==> config.mk <==
export PLATFORM = sky130hd
export DESIGN_NAME = sps_pixel_port
export DESIGN_NICKNAME = d
export VERILOG_FILES = /design/src/include/sps_pkg.sv /design/src/hw/sps_pixel_port.sv /design/src/hw/sps_sync2.sv
export SDC_FILE = /design/constraint.sdc
export NUM_CORES = 1
export LEC_CHECK = 0
export ABC_AREA = 1
export BUFFER_PORTS_ARGS = -buffer_cell sky130_fd_sc_hd__buf_2
export CORE_ASPECT_RATIO = 0.8
export CORE_MARGIN = 5
export CORE_UTILIZATION = 45
export DETAILED_ROUTE_END_ITERATION = 12
export PLACE_DENSITY = 0.71
export SYNTH_ARGS = -nofsm -noshare
export SYNTH_HDL_FRONTEND = slang
export SYNTH_HIERARCHICAL = 1
export SYNTH_SLANG_ARGS = --single-unit
==> constraint.sdc <==
create_clock -name ref_clk_i -period 3.7 [get_ports ref_clk_i]
set_clock_uncertainty 0.05 [all_clocks]
set_input_delay 0.37 -clock ref_clk_i [delete_from_list [all_inputs] [get_ports ref_clk_i]]
set_output_delay 0.37 -clock ref_clk_i [all_outputs]
set_load 0.05 [all_outputs]
==> src/include/sps_pkg.sv <==
// Package for the pixel sync port: modes, row timing and reset timing constants.
// Assumes a single 250 MHz reference clock shared by every design file.
package sps_pkg;

    // Operating modes chosen by the configuration setting
    typedef enum logic [1:0] {
        SPS_MODE_MASTER   = 2'h0,
        SPS_MODE_SNAPSHOT = 2'h1,
        SPS_MODE_SLAVE    = 2'h3
    } sps_mode_e;

    localparam int          SPS_PIX_W        = 10;
    localparam int          SPS_PIX_MSB      = 9;
    localparam int          SPS_PIX_LSB      = 0;
    localparam int          SPS_ROW_CYCLES   = 671;
    localparam int          SPS_ROW_DELAY    = 1;
    localparam int          SPS_ROW_GAP      = 4;
    localparam int          SPS_ROW_PIXELS   = SPS_ROW_CYCLES - SPS_ROW_DELAY - SPS_ROW_GAP;
    localparam int          SPS_FV_TO_RV     = 2;
    localparam int          SPS_ROWS         = 502;
    localparam int          SPS_EXP_ROWS     = 2;
    localparam int          SPS_SYNC_MIN_CYC = 2;
    localparam int          SPS_CLK_MHZ      = 250;
    localparam int          SPS_RST_MIN_NS   = 200;
    localparam int          SPS_RST_MIN_CYC  = (SPS_RST_MIN_NS * SPS_CLK_MHZ + 999) / 1000;
    localparam logic [SPS_PIX_W-1:0] SPS_PIX_RST = 10'h000;

endpackage : sps_pkg

==> src/hw/sps_pixel_port.sv <==
// Pixel output and synchronisation port: row/frame timing, strobes, standby.
// Assumes pixel words arrive from the ADC path on pix_data_i each cycle;
// pins are plain in/out/enable triples resolved outside.
// Operation
// - Frame sync low pulse resets row, column counters in slave mode
// - Frame sync held low keeps standby in slave mode
// - Undriven frame sync reads inactive high
// - Frame valid high during whole frame readout
// - Row valid high exactly while pixels present
// - Master mode expose high during integration
// - Mode setting turns strobe pins in/out
// - Pixel word ten bits, bit nine MSB
// - Pixels change on falling clock edge
// - Row lasts 671 cycles without blanking
// - Asynchronous active-low reset, at least 200 ns
// - Row valid rises 2 cycles after frame
`timescale 1ns/1ps
module sps_pixel_port
    import sps_pkg::*;
#(
    parameter int ROWS     = SPS_ROWS,
    parameter int EXP_ROWS = SPS_EXP_ROWS
) (
    input  wire logic                 ref_clk_i,
    input  wire logic                 rstn_i,
    input  wire sps_pkg::sps_mode_e   mode_i,
    input  wire logic [SPS_PIX_W-1:0] pix_data_i,
    input  wire logic                 frame_sync_n_i,
    input  wire logic                 frame_sync_pu_en_i,
    input  wire logic                 expose_i,
    output logic [SPS_PIX_W-1:0]      pix_data_o,
    output logic                      frame_valid_o,
    output logic                      frame_valid_oe_o,
    output logic                      row_valid_o,
    output logic                      row_valid_oe_o,
    output logic                      expose_o,
    output logic                      expose_oe_o,
    output logic                      standby_o
);
    import sps_pkg::*;

    localparam int COL_W = $clog2(SPS_ROW_CYCLES + 1);
    localparam int ROW_W = $clog2(ROWS + EXP_ROWS + 1);
    localparam logic [COL_W-1:0] COL_LAST = COL_W'(SPS_ROW_CYCLES - 1);
    localparam logic [COL_W-1:0] COL_RV_ON = COL_W'(SPS_ROW_DELAY + SPS_FV_TO_RV - 1);
    localparam logic [COL_W-1:0] COL_RV_OFF = COL_W'(SPS_ROW_DELAY + SPS_FV_TO_RV - 1
                                                      + SPS_ROW_PIXELS);
    localparam logic [ROW_W-1:0] ROW_EXP_END = ROW_W'(EXP_ROWS);
    localparam logic [ROW_W-1:0] ROW_LAST = ROW_W'(EXP_ROWS + ROWS - 1);

    if (ROWS < 1 || EXP_ROWS < 1) begin : g_bad_cfg
        $error("sps_pixel_port: ROWS and EXP_ROWS must be at least one");
    end

    typedef enum logic [1:0] {
        SPS_ST_IDLE   = 2'h0,
        SPS_ST_EXPOSE = 2'h1,
        SPS_ST_READ   = 2'h3,
        SPS_ST_STBY   = 2'h2
    } sps_state_e;

    logic       fs_raw;
    logic       fs_s;
    logic       exp_s;
    logic       exp_prev_q;
    logic       fs_prev_q;
    logic [1:0] fs_low_q;
    logic [1:0] fs_low_d;
    sps_state_e st_q;
    sps_state_e st_d;
    logic [COL_W-1:0] col_q;
    logic [COL_W-1:0] col_d;
    logic [ROW_W-1:0] row_q;
    logic [ROW_W-1:0] row_d;
    logic       rv_q;
    logic       rv_d;
    logic       fv_q;
    logic       fv_d;
    logic       expo_q;
    logic       expo_d;
    logic       drive;
    logic       row_end;
    logic       sync_rst;
    logic [COL_W-1:0] rv_per_q;
    logic [COL_W-1:0] rv_per_d;
    logic             rv_seen_q;
    logic             rv_seen_d;

    // Pull-up: an undriven pin reads high
    assign fs_raw = frame_sync_pu_en_i ? frame_sync_n_i : 1'b1;

    sps_sync2 #(.RST_VAL(1'b1)) u_fs_sync (
        .clk_i  (ref_clk_i),
        .rstn_i (rstn_i),
        .d_i    (fs_raw),
        .q_o    (fs_s)
    );

    sps_sync2 #(.RST_VAL(1'b0)) u_exp_sync (
        .clk_i  (ref_clk_i),
        .rstn_i (rstn_i),
        .d_i    (expose_i),
        .q_o    (exp_s)
    );

    // Strobe pins drive only outside slave mode
    assign drive            = (mode_i != SPS_MODE_SLAVE);
    assign frame_valid_oe_o = drive;
    assign row_valid_oe_o   = drive;
    assign expose_oe_o      = (mode_i == SPS_MODE_MASTER); // snapshot takes trigger in
    assign row_end          = (col_q == COL_LAST);
    // A sync pulse restarts counters only in slave mode
    assign sync_rst         = (mode_i == SPS_MODE_SLAVE) && !fs_s;

    // Low-time count of frame sync, saturating at three
    always_comb begin
        fs_low_d = fs_s ? 2'h0 : (fs_low_q == 2'h3 ? fs_low_q : fs_low_q + 2'h1);
    end

    // Sequencer: idle, exposure, readout, standby
    always_comb begin
        st_d   = st_q;
        col_d  = col_q;
        row_d  = row_q;
        fv_d   = 1'b0;
        rv_d   = 1'b0;
        expo_d = 1'b0;
        unique case (st_q)
            SPS_ST_IDLE: begin
                col_d = '0;
                row_d = '0;
                if (mode_i == SPS_MODE_MASTER ||
                    (mode_i == SPS_MODE_SNAPSHOT && exp_s && !exp_prev_q)) begin
                    st_d   = SPS_ST_EXPOSE;
                    expo_d = 1'b1; // integration starts with the row count
                end
            end
            SPS_ST_EXPOSE: begin
                expo_d = 1'b1;
                col_d  = row_end ? '0 : col_q + COL_W'(1);
                if (row_end) begin
                    row_d = row_q + ROW_W'(1);
                    if (row_q + ROW_W'(1) == ROW_EXP_END) begin
                        st_d   = SPS_ST_READ;
                        expo_d = 1'b0;
                        fv_d   = 1'b1;
                    end
                end
            end
            SPS_ST_READ: begin
                fv_d  = 1'b1;
                col_d = row_end ? '0 : col_q + COL_W'(1);
                // Row valid window: 666 pixel cycles then 5 low
                rv_d  = (col_d >= COL_RV_ON) && (col_d < COL_RV_OFF);
                if (row_end) begin
                    row_d = row_q + ROW_W'(1);
                    if (row_q == ROW_LAST) begin
                        st_d = SPS_ST_IDLE;
                        fv_d = 1'b0;
                        rv_d = 1'b0;
                    end
                end
            end
            SPS_ST_STBY: begin
                col_d = '0;
                row_d = '0;
            end
        endcase
        // Pulse resets counters; a held low parks in standby
        if (sync_rst) begin
            col_d = '0;
            row_d = '0;
            fv_d  = 1'b0;
            rv_d  = 1'b0;
            st_d  = (fs_low_d >= 2'(SPS_SYNC_MIN_CYC)) ? SPS_ST_STBY : SPS_ST_IDLE;
        end else if (st_q == SPS_ST_STBY) begin
            st_d = SPS_ST_IDLE; // resume after release
        end
        if (mode_i == SPS_MODE_SLAVE && st_d != SPS_ST_STBY)
            st_d = SPS_ST_IDLE;
    end

    // Cycles since row valid last rose; feeds only the row period
    always_comb begin
        rv_per_d  = (rv_per_q == '1) ? rv_per_q : rv_per_q + COL_W'(1);
        rv_seen_d = rv_seen_q && fv_d && !sync_rst;
        if (rv_d && !rv_q) begin
            rv_per_d  = '0;
            rv_seen_d = 1'b1;
        end
    end

    // Async reset loads constants only
    always_ff @(posedge ref_clk_i or negedge rstn_i) begin
        if (!rstn_i) begin
            st_q       <= SPS_ST_IDLE;
            col_q      <= '0;
            row_q      <= '0;
            fv_q       <= 1'b0;
            rv_q       <= 1'b0;
            expo_q     <= 1'b0;
            exp_prev_q <= 1'b0;
            fs_prev_q  <= 1'b1;
            fs_low_q   <= 2'h0;
            rv_per_q   <= '0;
            rv_seen_q  <= 1'b0;
        end else begin
            st_q       <= st_d;
            col_q      <= col_d;
            row_q      <= row_d;
            fv_q       <= fv_d;
            rv_q       <= rv_d;
            expo_q     <= expo_d;
            exp_prev_q <= exp_s;
            fs_prev_q  <= fs_s;
            fs_low_q   <= fs_low_d;
            rv_per_q   <= rv_per_d;
            rv_seen_q  <= rv_seen_d;
        end
    end

    // Pixel word launched on falling edge; capture on next rising is safe
    always_ff @(negedge ref_clk_i or negedge rstn_i) begin
        if (!rstn_i) begin
            pix_data_o <= SPS_PIX_RST;
        end else begin
            pix_data_o[SPS_PIX_MSB:SPS_PIX_LSB] <= rv_q ? pix_data_i : SPS_PIX_RST;
        end
    end

    assign frame_valid_o = fv_q;
    assign row_valid_o   = rv_q;
    assign expose_o      = expo_q;
    assign standby_o     = (st_q == SPS_ST_STBY);

    // Row valid only inside frame valid
    AST_RV_IN_FV: assert property (@(posedge ref_clk_i) disable iff (!rstn_i)
        rv_q |-> fv_q) else $error("row valid outside frame");
    // Frame start gives row valid two cycles later
    AST_FV_TO_RV: assert property (@(posedge ref_clk_i) disable iff (!rstn_i)
        $rose(fv_q) && !sync_rst |=> !rv_q ##1 (rv_q || sync_rst))
        else $error("row valid late after frame");
    // Rise-to-rise of row valid inside a frame is one full row time
    AST_ROW_PERIOD: assert property (@(posedge ref_clk_i) disable iff (!rstn_i)
        rv_d && !rv_q && rv_seen_q |-> rv_per_q == COL_LAST)
        else $error("row period not 671");
    // Row valid low gap spans at least four cycles
    AST_RV_GAP: assert property (@(posedge ref_clk_i) disable iff (!rstn_i)
        $fell(rv_q) && fv_q |-> !rv_q [*4]) else $error("row gap short");
    // Expose never overlaps readout in master
    AST_EXP_NO_FV: assert property (@(posedge ref_clk_i) disable iff (!rstn_i)
        expo_q |-> !fv_q) else $error("expose during readout");
    // Sync low two cycles in slave forces standby
    AST_STBY: assert property (@(posedge ref_clk_i) disable iff (!rstn_i)
        (mode_i == SPS_MODE_SLAVE) && !fs_s && !fs_prev_q |=> standby_o)
        else $error("no standby on held sync");
    // Sync release leaves standby next cycle
    AST_WAKE: assert property (@(posedge ref_clk_i) disable iff (!rstn_i)
        standby_o && fs_s |=> !standby_o) else $error("standby stuck");
    // Sync low in slave mode clears counters
    AST_SYNC_RST: assert property (@(posedge ref_clk_i) disable iff (!rstn_i)
        sync_rst |=> (col_q == '0) && (row_q == '0)) else $error("counters not reset");
    // Slave mode drives neither the frame valid nor the expose strobe
    AST_DIR: assert property (@(posedge ref_clk_i) disable iff (!rstn_i)
        (mode_i == SPS_MODE_SLAVE) |-> !frame_valid_oe_o && !expose_oe_o)
        else $error("strobe driven in slave");
endmodule : sps_pixel_port

==> src/hw/sps_sync2.sv <==
// Two-flop synchroniser for one pin level.
// Assumes the pin is asynchronous to clk_i; reset value is a parameter.
`timescale 1ns/1ps
module sps_sync2 #(
    parameter logic RST_VAL = 1'b1
) (
    input  wire logic clk_i,
    input  wire logic rstn_i,
    input  wire logic d_i,
    output logic      q_o
);
    logic meta_q;
    logic sync_q;

    // First flop feeds only the second one
    always_ff @(posedge clk_i or negedge rstn_i) begin
        if (!rstn_i) begin
            meta_q <= RST_VAL;
            sync_q <= RST_VAL;
        end else begin
            meta_q <= d_i;
            sync_q <= meta_q;
        end
    end

    assign q_o = sync_q;
endmodule : sps_sync2

==> metrics.txt <==
ANT nets after route 0; die height 71.2 µm; nets 328; vias 1704; Site Rows 22; syn_nets 291; Core Area 4570 µm²; WHS 0.0375 ns; max_cap viols 0; Syn Area/Cell 7.79 µm²; Power Total 0.927 mW; Post-Route Setup TNS 0 ns; Required @ worst endpoint 3.28 ns; Post-Syn Area 2100 µm²; wire per inst 10.8 µm; critical path type reg2out; number of register bits inferred by synthesis 41; via density per instance 4.63; CTS tree done; largest net degree at the start of global routing 29; cells along the critical path buf_2; global route overflow 0; Clock Pin Slew Worst Setup and Hold Paths 0.08 ns; dpl hpwl 3.09 mm; Seq. cell area 1030 µm²; Synth-to-Final Area Change 15.2%; later-pin clock latency in the skew report 0.28 ns; Worst Setup End Kind output pin; Die Span X 86.5 µm; CTS Buf Count 5; Crit path max-delay family flip-flops; CTS resizes 0; initial antenna violation count 0; register area share after synthesis 48.9%; Peak supply drop 0.000330 V; H-tree depth 2; first-pass GRT wire length 7.05 mm; Setup-failing EPs final 0; Max clock buf depth 2; # hold bufs at CTS 0; Least-Margin Pin Slew 0.604 ns; synth warn 6; post-synth top area cell dfrtp_1; Post-CTS Setup Bufs 0; Max Transition Viols Final 0; status completed; WP data arrival 2.79 ns; DR DRC count 0; GPL Wtd Cong 0.877; RSZ-0062 raised after global routing false; number of global-route vias before repair 1625; Max FO, Critical Path 1; Total GRT Usage 14.1%; clock sinks 41; final hold vios 0; First DRT Iteration DRCs 63; FILL cells 441; # IOs 34; WP buf/inv 1; die area 6150 µm²; Initial Utilization 46.1%; Lkg Pwr 1.35 nW; Antenna Cells 0; Worst Hold Class in2async; Gate Count Post-Synth 270; final WL 3.97 mm; post-synth cell types 27; port bufs 33; Max transition margin 59.7%; delay of the slowest critical-path stage 0.39 ns; layout cell share with drive strength beyond 1 21.1%; Multi-input gate area 862 µm²; CTS root buf clkbuf_8; Critical Path Source Type flip-flop; power density over the cells 382 nW/µm²; slowest CP cell dfrtn_1; drt pass-1 iters 4; area share of the largest cell type after synthesis 34.5%; main area contributors after synthesis dfrtp_1 (34%), nand2_1 (14%), dfrtn_1 (12%)
-- cell families (layout without fill, tap and decap cells) --
| group | Yosys count | in the layout | synth area share (%) |
|---|---|---|---|
| flip-flops | 41 | 41 | 48.9 |
| buffers and inverters | 53 | 91 | 10.2 |
| AND/OR/NAND/NOR | 152 | 152 | 33.0 |
| AO/OA/AOI/OAI | 20 | 20 | 5.59 |
| adder cells (fa/ha/maj) | 4 | 4 | 2.38 |
-- report_power, final --
group,switching (mW),internal [mW],leakage (nW)
Combinational,0.0887,0.0355,0.742
Sequential,0.0169,0.467,0.553
Clock,0.146,0.173,0.0534
Total,0.251,0.676,1.35
-- worst paths after layout --
path                       slack, ns  cells past startpoint                     endpoint                  startpoint
max in group asynchronous       1.40                      1      pix_data_o[6]$_DFF_NN0_                      rstn_i
min in group ref_clk_i          0.14                      1  u_exp_sync/meta_q$_DFF_PN0_                    expose_i
max                             0.49                      1                pix_data_o[3]     pix_data_o[3]$_DFF_NN0_
max reg2reg                     1.01                      2      pix_data_o[8]$_DFF_NN0_       row_valid_o$_DFF_PN0_
min                             0.04                      1        fs_low_q[0]$_DFF_PN0_                      rstn_i
min reg2reg                     0.31                      0      u_fs_sync/q_o$_DFF_PN1_  u_fs_sync/meta_q$_DFF_PN1_
-- through the flow --
stage          setup WS (ns)  cells  cell area, µm²  utilization, %
3_5_place_dp           0.788    360            2320            50.8
4_1_cts                0.471    368            2420            53.1
2_1_floorplan          0.745    270            2100               -
5_1_grt                0.437    368            2420            53.1
6_report               0.488    368            2420            53.1
3_3_place_gp           0.816    360            2320            50.8
-- flip-flops by register name (all words and copies together), names as in the netlist --
signal             count
col_q                 10
exp_prev_q             1
expose_o               1
frame_valid_o          1
fs_low_q               2
pix_data_o            10
row_q                  9
row_valid_o            1
st_q                   2
u_exp_sync/meta_q      1
u_exp_sync/q_o         1
u_fs_sync/meta_q       1
u_fs_sync/q_o          1
-- cell usage in the layout, fill, tap and decap left out, types with 2 or more instances in the layout --
cell type	instances
clkbuf_8	5
ha_1	4
dfstp_2	2
nand2_2	4
dfrtn_1	10
nand3_2	6
nand2_1	77
a21oi_1	5
o22ai_1	4
buf_2	33
dfrtp_1	29
nor2_1	34
o21ai_0	7
nor2_2	8
inv_1	49
nand3_1	14
nand4_1	4
-- synthesized netlist by cell type --
| cell type | n |
|---|---|
| o21bai_1 | 1 |
| a21oi_1 | 5 |
| nand3_2 | 6 |
| o21ai_0 | 7 |
| nor2_1 | 34 |
| nand3b_1 | 1 |
| nand3_4 | 1 |
| nand3_1 | 14 |
| a31oi_1 | 1 |
| a211oi_1 | 1 |
| dfrtn_1 | 10 |
| nor3_1 | 1 |
| buf_4 | 2 |
| buf_6 | 1 |
| ha_1 | 4 |
| dfrtp_1 | 29 |
| inv_1 | 49 |
| nand4_1 | 4 |
| nand2_1 | 77 |
| nand2_2 | 4 |
| nor2_4 | 1 |
| nor2_2 | 8 |
| o21bai_2 | 1 |
| o22ai_1 | 4 |
| clkbuf_1 | 1 |
| dfstp_2 | 2 |
| or2_2 | 1 |
-- layout make-up --
type                    count  area share, %
clock buffers               7           4.02
clock inverters             1          0.206
well taps                  60           3.10
repair buffers             34           7.12
multi-input cells         176           35.6
inverters                  49           7.59
flip-flops and latches     41           42.4
-- metal layers --
layer  track usage, %  vias to the layer above  share of wire (%)
li1                 -                      896                  -
met1             20.0                      775                 49
met2             21.7                       31                 46
met3             3.61                        2                4.3
met4             3.29                        0               0.23
met5                0                        -                  0
Power figures use the tool's default switching activity.
